## src/common/resonant_prot_pkg.sv

```systemverilog
// constants and types shared by the protection and optobias logic
// Function
// RQ1: regulate optocurrent slowly toward 85 uA target
// RQ2: below 1020 mV sense level, ramp offset up
// RQ3: optocurrent above target lowers the power offset
// RQ4: optocurrent drop immediately raises capacitor swing
// RQ5: minimum-power low-power mode above 106 uA: burst
// RQ6: in burst, dropping below threshold starts burst
// RQ7: supply undervoltage: stop, recharge, pull boost low
// RQ8: restart only when both supplies above start
// RQ9: bootstrap below reset level keeps high-side off
// RQ10: no switching before boost sense start level
// RQ11: boost undervoltage stops; restart above start level
// RQ12: output overvoltage after 5 consecutive cycles
// RQ13: one ADC alternates output and boost samples
// RQ14: overvoltage latches off and disables boost stage
// RQ15: latch cleared only by power removal
// RQ16: overcurrent cuts conduction; 5 cycles: overpower response
// RQ17: overpower response latched or safe restart, selectable
// RQ18: latched or restart: regulate supply via HV
// RQ19: capacitive-mode handling never stops or disables boost
// RQ20: overpower swing runs 50/200 ms timer, then protect
// RQ21: fault-free cycle clears consecutive fault counter
package resonant_prot_pkg;
    // ---------------------------------------------------------------
    // clock and timing
    // ---------------------------------------------------------------
    localparam int CLK_HZ = 20_000_000;            // system clock rate
    localparam int CYC_PER_MS = CLK_HZ / 1000;     // cycles in one ms
    localparam int OPP_SHORT_MS = 50;              // short overpower delay
    localparam int OPP_LONG_MS = 200;              // long overpower delay
    localparam int RESTART_MS = 1000;              // safe restart pause
    localparam int OPP_SHORT_CYC = OPP_SHORT_MS * CYC_PER_MS;
    localparam int OPP_LONG_CYC = OPP_LONG_MS * CYC_PER_MS;
    localparam int RESTART_CYC = RESTART_MS * CYC_PER_MS;
    localparam int OFFSET_STEP_US = 100;           // slow offset step period
    localparam int OFFSET_STEP_CYC = OFFSET_STEP_US * CLK_HZ / 1_000_000;
    localparam int TIMER_W = 25;                   // holds RESTART_CYC
    localparam int STEP_W = 12;                    // holds OFFSET_STEP_CYC
    // ---------------------------------------------------------------
    // feedback levels, optocurrent in uA codes
    // ---------------------------------------------------------------
    localparam int OPTO_W = 10;                    // optocurrent code width
    localparam int FB_TARGET_MV = 1020;            // sense voltage target
    localparam int FB_R_KOHM = 12;                 // internal sense resistor
    localparam logic [9:0] OPTO_TARGET_UA = 10'(FB_TARGET_MV / FB_R_KOHM);
    localparam logic [9:0] BURST_START_UA = 10'h06a; // 106 uA
    localparam int OFFSET_W = 8;                   // power offset width
    localparam logic [7:0] OFFSET_MAX = 8'hff;     // offset ceiling
    localparam logic [7:0] OFFSET_RST = 8'h00;     // offset after reset
    // ---------------------------------------------------------------
    // fault counting and adc
    // ---------------------------------------------------------------
    localparam int TRIP_CYCLES = 5;                // consecutive-cycle trip
    localparam int ADC_W = 10;                     // shared adc width
    localparam logic ADC_OUT = 1'b0;               // select: output sense
    localparam logic ADC_BOOST = 1'b1;             // select: boost sense
    // ---------------------------------------------------------------
    // protection state codes
    // ---------------------------------------------------------------
    typedef enum logic [2:0] {
        ST_SUPPLY  = 3'h0,                         // recharging supplies
        ST_BOOST   = 3'h1,                         // waiting boost start
        ST_RUN     = 3'h2,                         // switching
        ST_RESTART = 3'h3,                         // safe restart pause
        ST_LATCHED = 3'h4                          // latched off
    } state_type;
endpackage : resonant_prot_pkg

```

## src/hw/pin_sync.sv

```systemverilog
// two-flop synchroniser for asynchronous comparator inputs
`timescale 1ns/10ps
module pin_sync
    import resonant_prot_pkg::*;
#(
    parameter int W = 1                            // number of bits
)(
    input wire logic clk,                          // system clock
    input wire logic rstn,                         // async reset, low
    input wire logic ce,                           // clock enable
    input wire logic [W-1:0] d,                    // raw asynchronous bits
    output logic [W-1:0] q                         // synchronised bits
);
    // ---------------------------------------------------------------
    // state
    // ---------------------------------------------------------------
    typedef struct packed {
        logic [W-1:0] s1;                          // first stage, only s2 reads
        logic [W-1:0] s2;                          // second stage
    } sync_type;
    sync_type st_reg;
    sync_type st_next;

    // next state: shift one stage
    always_comb
    begin
        st_next = st_reg;
        if (ce)
        begin
            st_next.s1 = d;
            st_next.s2 = st_reg.s1;
        end
    end

    // register
    always_ff @(posedge clk or negedge rstn)
    begin
        if (!rstn)
            st_reg <= '0;
        else
            st_reg <= st_next;
    end

    assign q = st_reg.s2;
endmodule : pin_sync

```

## src/hw/consec_counter.sv

```systemverilog
// counts uninterrupted runs of faulty switching cycles
`timescale 1ns/10ps
module consec_counter
    import resonant_prot_pkg::*;
#(
    parameter int N = TRIP_CYCLES                  // cycles to trip
)(
    input wire logic clk,                          // system clock
    input wire logic rstn,                         // async reset, low
    input wire logic ce,                           // clock enable
    input wire logic cycle_end,                    // a switching cycle ended
    input wire logic fault,                        // fault seen in that cycle
    input wire logic clear,                        // drop the count
    output logic trip                              // N faulty cycles in a row
);
    // ---------------------------------------------------------------
    // state
    // ---------------------------------------------------------------
    typedef struct packed {
        logic [3:0] cnt;                           // saturating run length
    } cnt_type;
    cnt_type st_reg;
    cnt_type st_next;

    // count faulty cycles, restart on any clean one
    always_comb
    begin
        st_next = st_reg;
        if (ce)
        begin
            if (clear)
                st_next.cnt = 4'h0;
            else if (cycle_end && !fault)
                st_next.cnt = 4'h0;                // [RQ21]
            else if (cycle_end && st_reg.cnt != 4'(N))
                st_next.cnt = st_reg.cnt + 4'h1;
        end
    end

    // register
    always_ff @(posedge clk or negedge rstn)
    begin
        if (!rstn)
            st_reg <= '0;
        else
            st_reg <= st_next;
    end

    assign trip = (st_reg.cnt == 4'(N));
endmodule : consec_counter

```

## src/hw/resonant_protection_and_optobias_fsm.sv

```systemverilog
// protection state machine, optobias offset loop and burst trigger
`timescale 1ns/10ps
module resonant_protection_and_optobias_fsm
    import resonant_prot_pkg::*;
#(
    parameter int OPP_SHORT = OPP_SHORT_CYC, // short overpower delay
    parameter int OPP_LONG = OPP_LONG_CYC, // long overpower delay
    parameter int RESTART = RESTART_CYC, // safe restart pause
    parameter logic [9:0] OVP_LEVEL = 10'h300, // output overvoltage code
    parameter logic [9:0] BOOST_START = 10'h280, // boost start code
    parameter logic [9:0] BOOST_UVP = 10'h200 // boost undervoltage code
)(
    input wire logic CLK, // 20 MHz system clock
    input wire logic RSTN, // power-on reset, low
    input wire logic CE, // clock enable
    input wire logic CONTROLLER_SUPPLY_BELOW_UV, // controller supply low
    input wire logic CONTROLLER_SUPPLY_ABOVE_START, // controller supply ok
    input wire logic REGULATED_SUPPLY_BELOW_UV, // regulated supply low
    input wire logic REGULATED_SUPPLY_ABOVE_START, // regulated supply ok
    input wire logic BOOTSTRAP_ABOVE_RST, // high-side supply ok
    input wire logic OCP_COMP, // current above limit
    input wire logic OTP_COMP, // die too hot
    input wire logic SWING_ABOVE_OPP, // cap swing over threshold
    input wire logic CAP_MODE_NEAR, // near capacitive mode
    input wire logic CYCLE_END, // switching cycle done
    input wire logic ADC_VALID, // adc sample ready
    input wire logic [9:0] ADC_DATA, // adc sample
    input wire logic [9:0] OPTO_CURRENT, // optocurrent, uA code
    input wire logic LOWPOW_AT_MIN, // min energy and duty
    input wire logic OPP_LATCH_SEL, // 1 latch, 0 safe restart
    input wire logic OPP_LONG_SEL, // 1 long, 0 short delay
    input wire logic OPP_TIMER_OFF, // overpower timer off
    output logic SWITCH_EN, // converter may switch
    output logic HS_GATE_EN, // high-side may turn on
    output logic CONDUCTION_CUT, // end active switch now
    output logic CAP_MODE_CUT, // early turn-off request
    output logic BOOST_SENSE_O, // boost sense drive value
    output logic BOOST_SENSE_OE, // pull boost sense low
    output logic HV_RECHARGE_EN, // recharge both supplies
    output logic HV_REG_START, // hold supply at start
    output logic [7:0] POWER_OFFSET, // slow power offset
    output logic [9:0] SWING_BOOST, // fast swing increase
    output logic BURST_MODE, // burst mode active
    output logic BURST_START, // start a burst, pulse
    output logic ADC_SELECT, // adc channel selected
    output logic [2:0] PROT_STATE // protection state
);
    // ---------------------------------------------------------------
    // synchronised comparator inputs
    // ---------------------------------------------------------------
    logic [8:0] raw_pins;                          // asynchronous pin levels
    logic [8:0] pins;                              // after two flops
    logic controller_supply_uv, controller_supply_ok, regulated_supply_uv, regulated_supply_ok; // supply levels
    logic bs_ok, ocp, otp, swing_opp, cap_near;    // other comparators

    assign raw_pins = {CONTROLLER_SUPPLY_BELOW_UV, CONTROLLER_SUPPLY_ABOVE_START, REGULATED_SUPPLY_BELOW_UV,
                       REGULATED_SUPPLY_ABOVE_START, BOOTSTRAP_ABOVE_RST, OCP_COMP,
                       OTP_COMP, SWING_ABOVE_OPP, CAP_MODE_NEAR};
    assign {controller_supply_uv, controller_supply_ok, regulated_supply_uv, regulated_supply_ok, bs_ok, ocp,
            otp, swing_opp, cap_near} = pins;

    pin_sync #(.W(9)) u_sync (
        .clk(CLK),
        .rstn(RSTN),
        .ce(CE),
        .d(raw_pins),
        .q(pins)
    );

    // ---------------------------------------------------------------
    // state
    // ---------------------------------------------------------------
    typedef struct packed {
        state_type state;                          // protection state
        logic [TIMER_W-1:0] timer;                 // overpower or restart
        logic [STEP_W-1:0] step;                   // offset step divider
        logic boost_ok;                            // boost hysteresis result
        logic ovp_now;                             // last output sample high
        logic ocp_cyc;                             // overcurrent this cycle
        logic ovp_cyc;                             // overvoltage this cycle
        logic sw_en;                               // output copies below
        logic hs_en;
        logic cut;
        logic cap_cut;
        logic bst_oe;
        logic hv_chg;
        logic hv_reg;
        logic [OFFSET_W-1:0] offset;
        logic [OPTO_W-1:0] swing;
        logic burst;
        logic burst_go;
        logic adc_sel;
    } top_type;
    top_type st_reg;
    top_type st_next;

    // ---------------------------------------------------------------
    // consecutive-cycle fault counters
    // ---------------------------------------------------------------
    logic ovp_trip, ocp_trip;                      // five-in-a-row flags
    logic run_clear;                               // counters idle outside run
    assign run_clear = (st_reg.state != ST_RUN);

    consec_counter #(.N(TRIP_CYCLES)) u_ovp_cnt (
        .clk(CLK),
        .rstn(RSTN),
        .ce(CE),
        .cycle_end(CYCLE_END),
        .fault(st_reg.ovp_cyc || st_reg.ovp_now),
        .clear(run_clear),
        .trip(ovp_trip)
    );

    consec_counter #(.N(TRIP_CYCLES)) u_ocp_cnt (
        .clk(CLK),
        .rstn(RSTN),
        .ce(CE),
        .cycle_end(CYCLE_END),
        .fault(st_reg.ocp_cyc || ocp),
        .clear(run_clear),
        .trip(ocp_trip)
    );

    // ---------------------------------------------------------------
    // helper terms
    // ---------------------------------------------------------------
    logic supply_uv;                               // either supply low
    logic supply_ok;                               // both above start
    logic [TIMER_W-1:0] opp_limit;                 // selected overpower delay
    state_type opp_dest;                           // selected response
    assign supply_uv = controller_supply_uv || regulated_supply_uv;
    assign supply_ok = controller_supply_ok && regulated_supply_ok;       // [RQ8]
    assign opp_limit = OPP_LONG_SEL ? TIMER_W'(OPP_LONG)
                                    : TIMER_W'(OPP_SHORT);
    assign opp_dest = OPP_LATCH_SEL ? ST_LATCHED : ST_RESTART; // [RQ17]

    // ---------------------------------------------------------------
    // next-state logic
    // ---------------------------------------------------------------
    always_comb
    begin
        st_next = st_reg;
        st_next.burst_go = 1'b0;
        if (CE)
        begin
            // shared adc: alternate channels, one sample each
            if (ADC_VALID)
            begin
                st_next.adc_sel = ~st_reg.adc_sel;      // [RQ13]
                if (st_reg.adc_sel == ADC_OUT)
                    st_next.ovp_now = (ADC_DATA > OVP_LEVEL);
                else if (ADC_DATA > BOOST_START)
                    st_next.boost_ok = 1'b1;
                else if (ADC_DATA < BOOST_UVP)
                    st_next.boost_ok = 1'b0;
            end

            // per-cycle fault flags; a new event wins over the clear
            if (CYCLE_END)
            begin
                st_next.ocp_cyc = ocp;
                st_next.ovp_cyc = st_next.ovp_now;
            end
            else
            begin
                st_next.ocp_cyc = st_reg.ocp_cyc || ocp;
                st_next.ovp_cyc = st_reg.ovp_cyc || st_next.ovp_now;
            end

            // slow offset loop, stepped so it stays below load dynamics
            if (st_reg.step == STEP_W'(OFFSET_STEP_CYC - 1))
            begin
                st_next.step = '0;
                if (OPTO_CURRENT < OPTO_TARGET_UA && st_reg.offset != OFFSET_MAX)
                    st_next.offset = st_reg.offset + 8'h01;  // [RQ1] [RQ2]
                else if (OPTO_CURRENT > OPTO_TARGET_UA && st_reg.offset != 8'h00)
                    st_next.offset = st_reg.offset - 8'h01;  // [RQ1] [RQ3]
            end
            else
                st_next.step = st_reg.step + STEP_W'(1);

            // fast swing lift follows the shortfall every cycle
            if (OPTO_CURRENT < OPTO_TARGET_UA)
                st_next.swing = OPTO_TARGET_UA - OPTO_CURRENT; // [RQ4]
            else
                st_next.swing = '0;

            // burst trigger and restart
            if (!LOWPOW_AT_MIN || st_reg.state != ST_RUN)
                st_next.burst = 1'b0;
            else if (!st_reg.burst && OPTO_CURRENT > BURST_START_UA)
                st_next.burst = 1'b1;                   // [RQ5]
            else if (st_reg.burst && OPTO_CURRENT < BURST_START_UA)
                st_next.burst_go = 1'b1;                // [RQ6]

            // protection state machine
            unique case (st_reg.state)
                ST_SUPPLY:
                begin
                    // recharging until both supplies are up
                    st_next.timer = '0;
                    if (supply_ok && !supply_uv)
                        st_next.state = ST_BOOST;       // [RQ8]
                end
                ST_BOOST:
                begin
                    // hold off until the boost stage is up
                    st_next.timer = '0;
                    if (supply_uv)
                        st_next.state = ST_SUPPLY;      // [RQ7]
                    else if (st_reg.boost_ok)
                        st_next.state = ST_RUN;         // [RQ10]
                end
                ST_RUN:
                begin
                    // overpower timer runs only while the swing is high
                    if (swing_opp && !OPP_TIMER_OFF)
                        st_next.timer = st_reg.timer + TIMER_W'(1);
                    else
                        st_next.timer = '0;
                    if (otp || ovp_trip)
                        st_next.state = ST_LATCHED;     // [RQ12] [RQ14]
                    else if (ocp_trip)
                        st_next.state = opp_dest;       // [RQ16]
                    else if (swing_opp && !OPP_TIMER_OFF
                             && st_reg.timer >= opp_limit - TIMER_W'(1))
                        st_next.state = opp_dest;       // [RQ20]
                    else if (supply_uv)
                        st_next.state = ST_SUPPLY;      // [RQ7]
                    else if (!st_reg.boost_ok)
                        st_next.state = ST_BOOST;       // [RQ11]
                    if (st_next.state != ST_RUN)
                        st_next.timer = '0;
                end
                ST_RESTART:
                begin
                    // pause, then go through the normal start checks
                    st_next.timer = st_reg.timer + TIMER_W'(1);
                    if (st_reg.timer >= TIMER_W'(RESTART - 1))
                    begin
                        st_next.timer = '0;
                        st_next.state = ST_SUPPLY;
                    end
                end
                ST_LATCHED:
                begin
                    // only a fresh power-on reset leaves this state
                    st_next.timer = '0;                 // [RQ15]
                end
                default:
                    st_next.state = ST_LATCHED;         // illegal code: fail safe
            endcase

            // outputs, registered from the coming state
            st_next.sw_en = (st_next.state == ST_RUN);
            st_next.hs_en = st_next.sw_en && bs_ok;     // [RQ9]
            st_next.cut = st_next.sw_en && ocp;         // [RQ16]
            // capacitive-mode turn-off never touches state or boost line
            st_next.cap_cut = st_next.sw_en && cap_near; // [RQ19]
            st_next.bst_oe = (st_next.state != ST_RUN)
                             && (st_next.state != ST_BOOST); // [RQ7] [RQ14]
            st_next.hv_chg = (st_next.state == ST_SUPPLY); // [RQ7]
            st_next.hv_reg = (st_next.state == ST_LATCHED)
                             || (st_next.state == ST_RESTART); // [RQ18]
        end
    end

    // ---------------------------------------------------------------
    // state register; reset is the only way out of a latch
    // ---------------------------------------------------------------
    always_ff @(posedge CLK or negedge RSTN)
    begin
        if (!RSTN)
        begin
            st_reg <= '0;                           // [RQ15]
            st_reg.state <= ST_SUPPLY;
            st_reg.offset <= OFFSET_RST;
            st_reg.adc_sel <= ADC_OUT;
            st_reg.bst_oe <= 1'b1;
            st_reg.hv_chg <= 1'b1;
        end
        else
            st_reg <= st_next;
    end

    // ---------------------------------------------------------------
    // outputs straight from the register, BOOST_SENSE_O tied low
    // ---------------------------------------------------------------
    assign SWITCH_EN = st_reg.sw_en;
    assign HS_GATE_EN = st_reg.hs_en;
    assign CONDUCTION_CUT = st_reg.cut;
    assign CAP_MODE_CUT = st_reg.cap_cut;
    assign BOOST_SENSE_O = 1'b0;
    assign BOOST_SENSE_OE = st_reg.bst_oe;
    assign HV_RECHARGE_EN = st_reg.hv_chg;
    assign HV_REG_START = st_reg.hv_reg;
    assign POWER_OFFSET = st_reg.offset;
    assign SWING_BOOST = st_reg.swing;
    assign BURST_MODE = st_reg.burst;
    assign BURST_START = st_reg.burst_go;
    assign ADC_SELECT = st_reg.adc_sel;
    assign PROT_STATE = st_reg.state;
endmodule : resonant_protection_and_optobias_fsm

```

## config.mk

```make
export PLATFORM = sky130hd
export DESIGN_NAME = resonant_protection_and_optobias_fsm
export DESIGN_NICKNAME = d
export VERILOG_FILES = /design/src/common/resonant_prot_pkg.sv /design/src/hw/pin_sync.sv /design/src/hw/consec_counter.sv /design/src/hw/resonant_protection_and_optobias_fsm.sv
export SDC_FILE = /design/constraint.sdc
export NUM_CORES = 1
export LEC_CHECK = 0
export BUFFER_PORTS_ARGS = -buffer_cell sky130_fd_sc_hd__buf_2
export CORE_ASPECT_RATIO = 1.75
export CORE_MARGIN = 2
export CORE_UTILIZATION = 58
export DETAILED_ROUTE_END_ITERATION = 7
export PLACE_DENSITY_LB_ADDON = 0.12
export SKIP_CTS_REPAIR_TIMING = 1
export SLEW_MARGIN = 25
export SYNTH_ARGS = -nofsm -noshare
export SYNTH_HDL_FRONTEND = slang
export SYNTH_SLANG_ARGS = --single-unit
```

## constraint.sdc

```tcl
create_clock -name CLK -period 2.98 [get_ports CLK]
set_input_delay 0.149 -clock CLK [delete_from_list [all_inputs] [get_ports CLK]]
set_output_delay 0.149 -clock CLK [all_outputs]
set_load 0.05 [all_outputs]
```

==> flow_summary_export.csv, run 1 <==
group,metric,value,unit
routing,drtAntennaViolNets,0,
setup_path,crit_buf_inv,0,
routing,post_drt_via_cell_ratio,5.81,
global_routing,grt_pass1_vias,4346,
finish,area_growth,13.3,%
setup_path,path_common_cell,"a21oi_1",
global_routing,antenna_found_initial,0,
timing,setup_tns,0,ns
clock_tree,numCtsBuffers,9,
floorplan,die_area,10200,um2
synth,yosysSeqAreaShare,45.0,%
synth,syn-num-nets,603,
placement,place_ws,0.0385,ns
routing,remaining_drc_errors,0,
min_path,hold_path.class,"input port to flip-flop",
setup_path,endpoint_kind,"flip-flop",
finish,final_area,6180,um2
run_status,status,"completed",
placement,place_congestion,0.884,
floorplan,die_w,77.3,um
placement,dpl_cell_area,5850,um2
min_path,whs_path_depth,2,
setup_path,r2r_cells,8,
synth,synth_area_leaders,"dfrtp_1, ha_1, mux2_2",
power_and_ir_drop,ir_worst_vdd,406,uV
synth,yosysUniqueCellTypes,65,
clock_tree,path_clk_slew,0.07,ns
timing,rsz0062_at_grt,"false",
synth,avgSynthCellArea,10.1,um2
global_routing,grt_first_pass_wirelength,19.8,mm
placement,place_hpwl,8.97,mm
routing,wl_per_cell,16.2,um
setup_path,critPathRequiredTime,3.27,ns
synth,synthArstFlopShare,100,%
global_routing,grt_max_degree,82,
power_and_ir_drop,p_total,0.00307,W
setup_path,worst-path-stages,8,
synth,netlist_instances,541,
timing,worst_slew_pin_slew,0.721,ns
job,drv_cap,0,
finish,antennaDiodeCount,0,
synth,ys.flop_type,"dfrtp_1",
timing,fin_crit_sh,94.5,%
routing,first_iter_violations,165,
synth,yosys_warnings,0,
clock_tree,cts.sinks,98,
timing,drv_slew,0,
setup_path,crit_path_cell_trace,"or3_4, or4b_1, a21oi_1, a32oi_2, a21oi_1, o311ai_4, nor3b_4, a22o_1",
finish,nFillCells,773,
setup_path,cp_slowest_cell,"or4b_1",
setup_path,critPathTopFamily,"simple AND/OR/NAND/NOR gates",
setup_path,start_kind,"flip-flop",
finish,layout_common_cells,"dfrtp_1, buf_2, nand2_1",
global_routing,grt_usage,24.2,%
finish,mostFrequentLayoutCell,"dfrtp_1",
setup_path,cp.arrival,3.11,ns
routing,drt-total-wl,11.8,mm
placement,numPortBuffers,68,
clock_tree,cts_root_buf,"clkbuf_16",
global_routing,overflow,0,
routing,route.vias.total,4256,
clock_tree,clockBufferDepth,2,
finish,drive_above_1_share,23.9,%
timing,finalHoldViolations,0,
routing,drt-pass1-iter-count,4,
clock_tree,clkLatencyLatePin,0.35,ns
synth,synth-edff-count,0,
setup_path,worstPathMaxFanout,6,
power_and_ir_drop,leakagePower,2.92,nW
synth,ys_ff_latch,98,
synth,synth_area_leader_cell,"dfrtp_1",
timing,finClkSkew,0.00755,ns
floorplan,core-area,9090,um2
finish,nNetsFinal,669,
timing,setup-violations-final,0,
clock_tree,htreeDepth,3,
timing,fin_crit,2.82,ns
finish,largest_reg_flops,41,
floorplan,start_util,59.9,%
timing,layout_setup_ws,0.164,ns
synth,syn_area,5450,um2
power_and_ir_drop,power_density,497,nW/um2
setup_path,critPathKind,"flip-flop to flip-flop",
synth,yosysTopAreaCellShare,44.1,%
floorplan,fp.dieH,132,um
floorplan,ios,70,
timing,relSlewSlack,51.9,%
clock_tree,cts_tree,"done",
floorplan,rows,46,
setup_path,cp_slowest_stage_delay,0.50,ns
timing,max_freq,355,MHz
==> routing by layer <==
metal  global-route usage (%)  vias up  wire length (um)
li1                         -     2034                 -
met1                     26.9     2112              4490
met2                     44.0       71              6590
met3                     2.47       39               287
met4                     14.2        0               463
met5                        0        -                 0
==> stage by stage <==
| stage | instances | hold WS, ns | util (%) |
|---|---|---|---|
| after global placement | 715 | 0.366 | 64.4 |
| after global routing | 732 | 0.0281 | 67.9 |
| after CTS | 731 | 0.00543 | 67.8 |
| after floorplan | 541 | -0.147 | - |
| after detailed placement | 715 | 0.384 | 64.4 |
| final | 732 | 0.0273 | 67.9 |
==> synthesized netlist by cell type (all sizes together), types with 8 or more instances <==
cell	number
dfrtp	96
nand2	54
nor2	44
o21ai	32
ha	23
mux2	23
buf	22
inv	22
xor2	22
xnor2	21
a21oi	20
nand3	20
nand4	13
clkbuf	12
nor3	11
a21o	10
o2bb2ai	10
and3	9
nor4	8
==> worst paths after layout <==
path | start | end | slack, ns
max reg2reg | st_reg[59]$_DFFE_PN0P_ | HS_GATE_EN$_DFFE_PN0P_ | 0.16
min in group asynchronous | RSTN | SWING_BOOST[9]$_DFFE_PN0P_ | 0.39
min reg2reg | u_ovp_cnt.st_reg[3]$_DFFE_PN0P_ | u_ovp_cnt.st_reg[3]$_DFFE_PN0P_ | 0.48
max | st_reg[59]$_DFFE_PN0P_ | HS_GATE_EN$_DFFE_PN0P_ | 0.16
min | ADC_DATA[9] | st_reg[31]$_DFFE_PN0P_ | 0.03
max in group asynchronous | RSTN | st_reg[54]$_DFFE_PN0P_ | 1.92
==> kinds of logic after synthesis <==
logic type / count (synthesis) / synth area share, %
mux: 26 / 5.30
xor+xnor: 43 / 6.91
buf+inv: 56 / 5.94
compound gates: 104 / 13.2
fa+ha+maj: 24 / 5.65
simple gates: 189 / 17.9
flops: 98 / 45.0
other cells: 1 / 0.0688
==> cell type report <==
class	instances	area (um2)	area share [%]
multi-input combinational	387	2670	43.3
clock buffer	10	239	3.87
tap	120	150	2.43
timing repair buffer	89	507	8.20
clock inverter	6	72.6	1.17
inverter	22	82.6	1.34
sequential	98	2450	39.7
==> report_power, final <==
part	total [W]	switching, W	internal [W]	leakage, nW
combinational	0.000360	0.000216	0.000144	1.48
sequential	0.00150	0.0000814	0.00142	1.29
clock	0.00121	0.000523	0.000686	0.155
total	0.00307	0.000821	0.00225	2.92
Power figures use the tool's default switching activity.
==> inputs of run 2 (changes only) <==
CTS_CLUSTER_DIAMETER = 50   (was unset)
REMOVE_ABC_BUFFERS = 1   (was unset)
==> run 2 against run 1 <==
  * Maximum frequency down 0.63%
  * Clock power down 9.9%
  * Non-clock buffer count unchanged
  * Sequential power about the same
  * Flip-flop and latch count unchanged
  * Combinational power about the same
  * Final cell count unchanged
  * Global-route usage up 0.52 points
  * Clock skew about the same
  * Critical path type unchanged
  * Largest power group unchanged
==> flow_summary_export.csv, run 2 (synthesized netlist as in run 1, its figures left out) <==
group,metric,value,unit
run_status,status,"completed",
floorplan,fp.dieH,132,um
timing,rsz0062_at_grt,"false",
setup_path,critPathTopFamily,"simple AND/OR/NAND/NOR gates",
clock_tree,htreeDepth,3,
routing,drt-total-wl,11.9,mm
floorplan,die_w,77.3,um
job,drv_cap,0,
power_and_ir_drop,power_density,481,nW/um2
finish,layout_common_cells,"dfrtp_1, buf_2, nand2_1",
finish,multi_input_area,2670,um2
setup_path,cp_slowest_stage_delay,0.50,ns
clock_tree,path_clk_slew,0.07,ns
power_and_ir_drop,ir_worst_vdd,408,uV
power_and_ir_drop,leakagePower,2.90,nW
global_routing,grt_max_degree,55,
setup_path,crit_buf_inv,0,
clock_tree,clkLatencyLatePin,0.35,ns
clock_tree,cts_root_buf,"clkbuf_16",
min_path,hold_path_end,"u_sync.st_reg[12]$_DFFE_PN0P_",
timing,worst_slew_pin_slew,0.653,ns
clock_tree,numCtsBuffers,9,
global_routing,grt_pass1_vias,4406,
floorplan,start_util,59.9,%
global_routing,antenna_found_initial,0,
timing,relSlewSlack,56.4,%
global_routing,grt_first_pass_wirelength,20.4,mm
setup_path,start_kind,"flip-flop",
setup_path,critPathRequiredTime,3.26,ns
finish,nFillCells,765,
min_path,whs_path_depth,2,
finish,regArea,2450,um2
routing,route.vias.total,4214,
placement,place_congestion,0.934,
timing,setup_tns,0,ns
setup_path,crit_path_cell_trace,"or3_4, or4b_1, a21oi_1, a32oi_2, mux2i_1, a221o_2, nor3b_4, a22o_1",
clock_tree,clockBufferDepth,2,
routing,post_drt_via_cell_ratio,5.76,
finish,antennaDiodeCount,0,
timing,hold_slack,0.0323,ns
finish,mostFrequentLayoutCell,"dfrtp_1",
setup_path,cp.arrival,3.12,ns
power_and_ir_drop,intPower,0.00216,W
finish,largest_reg_flops,41,
finish,area_growth,12.7,%
setup_path,r2r_start,"st_reg[57]$_DFFE_PN0P_",
setup_path,endpoint_kind,"flip-flop",
setup_path,cp_slowest_cell,"or4b_1",
global_routing,overflow,0,
routing,wl_per_cell,16.3,um
floorplan,rows,46,
power_and_ir_drop,p_sw_share,26.9,%
floorplan,core-area,9090,um2
timing,max_freq,353,MHz
timing,finalHoldViolations,0,
routing,remaining_drc_errors,0,
finish,nNetsFinal,669,
routing,drt-pass1-iter-count,5,
setup_path,critPathKind,"flip-flop to flip-flop",
routing,first_iter_violations,178,
min_path,hold_path.class,"input port to flip-flop",
timing,finClkSkew,0.00738,ns
timing,drv_slew,0,
floorplan,ios,70,
global_routing,grt_usage,24.7,%
timing,setup-violations-final,0,
power_and_ir_drop,combPwrFrac,12.3,%
clock_tree,cts_tree,"done",
min_path,hold_start,"OCP_COMP",
setup_path,r2r_end,"CAP_MODE_CUT$_DFFE_PN0P_",
setup_path,worstPathMaxFanout,7,
finish,drive_above_1_share,23.7,%
power_and_ir_drop,switchingPower,0.000794,W
setup_path,r2r_slack,0.15,ns
timing,fin_crit_sh,95.1,%
clock_tree,cts.sinks,98,
power_and_ir_drop,p_clk_share,36.8,%
timing,fin_crit,2.83,ns
routing,drtAntennaViolNets,0,
placement,numPortBuffers,68,
setup_path,r2r_cells,8,
placement,place_hpwl,8.88,mm
floorplan,die_area,10200,um2
power_and_ir_drop,seq_power_share,50.9,%
run 2: area by class of cell:
class                           count  area share, %
Multi-Input combinational cell    387           43.5
Clock buffer                       11           3.95
Inverter                           22           1.34
Timing Repair Buffer               89           8.19
Tap cell                          120           2.44
Sequential cell                    98           40.0
Clock inverter                      5          0.611
run 2: worst max path at each step:
stage	start	cells past startpoint	to
4_1_cts	st_reg[57]$_DFFE_PN0P_	8	CAP_MODE_CUT$_DFFE_PN0P_
3_3_place_gp	OPTO_CURRENT[1]	15	POWER_OFFSET[7]$_DFFE_PN0P_
6_report	st_reg[57]$_DFFE_PN0P_	8	CAP_MODE_CUT$_DFFE_PN0P_
5_1_grt	st_reg[59]$_DFFE_PN0P_	7	st_reg[47]$_DFFE_PN0P_
3_5_place_dp	OPTO_CURRENT[1]	15	POWER_OFFSET[7]$_DFFE_PN0P_
2_1_floorplan	POWER_OFFSET[0]$_DFFE_PN0P_	11	POWER_OFFSET[7]$_DFFE_PN0P_
run 2: metal layers:
| layer | track usage (%) | up-vias | part of all wire (%) |
|---|---|---|---|
| li1 | - | 2038 | - |
| met1 | 27.4 | 2061 | 38 |
| met2 | 45.0 | 78 | 55 |
| met3 | 5.07 | 37 | 3.3 |
| met4 | 10.8 | 0 | 3.8 |
| met5 | 0 | - | 0 |
run 2: power groups by stage:
stage          Sequential (W)  Combinational (W)  Clock [W]
6_report              0.00150           0.000362    0.00109
5_1_grt               0.00152           0.000406    0.00118
4_1_cts               0.00150           0.000365    0.00111
3_5_place_dp          0.00153           0.000361          0
3_3_place_gp          0.00152           0.000350          0
2_1_floorplan         0.00155           0.000187          0
run 2: metrics by stage:
| step | instance area (um2) | worst slack, ns | utilization [%] | cells | total power (W) |
|---|---|---|---|---|---|
| 2_1_floorplan | 5210 | 0.0522 | - | 507 | 0.00173 |
| 3_3_place_gp | 5850 | 0.133 | 64.4 | 715 | 0.00187 |
| 3_5_place_dp | 5850 | 0.0280 | 64.4 | 715 | 0.00189 |
| 4_1_cts | 6130 | 0.170 | 67.4 | 731 | 0.00298 |
| 5_1_grt | 6140 | 0.00781 | 67.6 | 732 | 0.00310 |
| 6_report | 6140 | 0.146 | 67.6 | 732 | 0.00295 |
==> inputs of run 3 (changes only) <==
CORE_MARGIN = unset   (was 2)
==> run 3 against run 2 <==
  * Routed wire length shrank 3.4%
  * Maximum frequency fell by 0.45%
  * Register-to-register slack about the same
  * Critical path depth up 1
  * Setup slack worse by 0.013 ns
  * Via count up 1.1%
  * Non-clock buffer count up 2
  * Utilization grew 0.54 points
  * Clock-buffer cell count down 1
  * Largest power group unchanged
  * Clock skew increased by 0.0026 ns
==> flow_summary_export.csv, run 3 (synthesized netlist as in run 1, its figures left out) <==
group,metric,value,unit
power_and_ir_drop,leakagePower,2.92,nW
power_and_ir_drop,power_density,488,nW/um2
setup_path,critPathRequiredTime,3.26,ns
job,drv_cap,0,
placement,placed_cells,717,
setup_path,endpoint_kind,"flip-flop",
finish,fin_cells,733,
finish,area_growth,13.6,%
floorplan,start_util,59.9,%
clock_tree,cts_root_buf,"clkbuf_16",
floorplan,die_area,9810,um2
timing,setup-violations-final,0,
floorplan,ios,70,
finish,layout_common_cells,"dfrtp_1, buf_2, nand2_1",
timing,relSlewSlack,59.7,%
timing,max_freq,351,MHz
clock_tree,clockBufferDepth,2,
timing,finClkSkew,0.0100,ns
placement,place_congestion,0.852,
placement,numPortBuffers,68,
min_path,hold_path_end,"u_sync.st_reg[11]$_DFFE_PN0P_",
min_path,hold_start,"OTP_COMP",
finish,fin_util,68.1,%
clock_tree,clkLatencyLatePin,0.35,ns
global_routing,grt_max_degree,54,
floorplan,fp.dieH,130,um
routing,drt-total-wl,11.5,mm
clock_tree,path_clk_slew,0.07,ns
timing,rsz0062_at_grt,"false",
finish,mostFrequentLayoutCell,"dfrtp_1",
clock_tree,cts_tree,"done",
setup_path,r2r_start,"st_reg[65]$_DFFE_PN0P_",
routing,post_drt_via_cell_ratio,5.81,
floorplan,rows,46,
global_routing,grt_pass1_vias,4349,
setup_path,r2r_end,"CONDUCTION_CUT$_DFFE_PN0P_",
timing,fin_crit,2.85,ns
routing,first_iter_violations,196,
finish,drive_above_1_share,24.6,%
floorplan,die_w,75.3,um
global_routing,grt_usage,26.5,%
power_and_ir_drop,ir_worst_vdd,390,uV
global_routing,overflow,0,
finish,largest_reg_flops,41,
global_routing,antenna_found_initial,0,
timing,fin_crit_sh,95.5,%
run_status,status,"completed",
routing,drtAntennaViolNets,0,
finish,nNetsFinal,671,
clock_tree,numCtsBuffers,9,
setup_path,critPathKind,"flip-flop to flip-flop",
floorplan,core-area,9090,um2
routing,drt-pass1-iter-count,4,
clock_tree,cts.sinks,98,
clock_tree,htreeDepth,3,
setup_path,cp.arrival,3.13,ns
global_routing,grt_first_pass_wirelength,19.7,mm
min_path,whs_path_depth,2,
setup_path,r2r_cells,9,
timing,finalHoldViolations,0,
routing,wl_per_cell,15.7,um
finish,antennaDiodeCount,0,
min_path,hold_path.class,"input port to flip-flop",
setup_path,r2r_slack,0.13,ns
setup_path,worstPathMaxFanout,5,
timing,setup_tns,0,ns
routing,remaining_drc_errors,0,
power_and_ir_drop,p_total,0.00302,W
routing,route.vias.total,4260,
placement,place_hpwl,8.60,mm
setup_path,start_kind,"flip-flop",
timing,worst_slew_pin_slew,0.604,ns
timing,drv_slew,0,
-- run 3: changes by cell type in the layout (fill, tap and decap cells not counted) --
cell	before	now
buf_4	21	23
clkinvlp_4	2	0
a21oi_1	20	19
a21oi_2	0	1
bufinv_16	0	1
clkbuf_1	1	0
clkinv_4	0	1
dfrtp_1	96	95
dfrtp_2	0	1
nor3_1	11	10
nor3_2	0	1
or4b_1	1	0
or4b_4	0	1
-- run 3: area by class of cell --
class	instances	area [um2]
fill	755	2900
multi-input combinational	387	2690
sequential	98	2460
timing repair buffer	91	518
clock buffer	10	239
tap	120	150
inverter	22	82.6
clock inverter	5	61.3
-- run 3: per-layer routing --
| metal | GRT usage (%) | up-vias | share of wire, % | routed length (um) |
|---|---|---|---|---|
| met1 | 30.2 | 2120 | 39 | 4490 |
| met4 | 13.2 | 0 | 3.0 | 344 |
| met3 | 5.10 | 22 | 3.0 | 350 |
| li1 | - | 2036 | - | - |
| met5 | 0 | - | 0 | 0 |
| met2 | 46.2 | 82 | 55 | 6330 |
-- run 3: per-stage QoR --
stage / hold WS, ns / area (um2) / setup WS (ns)
5_1_grt: 0.0317 / 6190 / 0.00454
4_1_cts: -0.173 / 6170 / 0.121
3_3_place_gp: 0.199 / 5870 / 0.142
2_1_floorplan: -0.147 / 5210 / 0.0522
6_report: 0.0284 / 6190 / 0.133
3_5_place_dp: 0.198 / 5870 / 0.0658
-- run 3: worst max path at each step --
stage,slack [ns],cells after the start,start,to
floorplan,0.05,11,POWER_OFFSET[0]$_DFFE_PN0P_,POWER_OFFSET[7]$_DFFE_PN0P_
global placement,0.14,15,OPTO_CURRENT[1],POWER_OFFSET[7]$_DFFE_PN0P_
detailed placement,0.07,15,OPTO_CURRENT[1],POWER_OFFSET[7]$_DFFE_PN0P_
CTS,0.12,8,st_reg[59]$_DFFE_PN0P_,CAP_MODE_CUT$_DFFE_PN0P_
global route,0.005,9,st_reg[65]$_DFFE_PN0P_,CAP_MODE_CUT$_DFFE_PN0P_
finish,0.13,9,st_reg[65]$_DFFE_PN0P_,CONDUCTION_CUT$_DFFE_PN0P_
-- run 3: critical path, stage by stage, from the launching register on --
cell	delay, ns
dfrtp_1	0.42
ha_1	0.32
nand4_1	0.16
nor4_2	0.34
o211ai_1	0.18
a32oi_2	0.32
mux2i_1	0.13
a221o_2	0.44
nor3b_4	0.30
a22o_1	0.17
-- run 3: power breakdown --
group / total [W] / internal (W) / switching (W) / leakage (nW)
Combinational: 0.000358 / 0.000143 / 0.000215 / 1.49
Sequential: 0.00150 / 0.00142 / 0.0000787 / 1.29
Clock: 0.00116 / 0.000674 / 0.000489 / 0.149
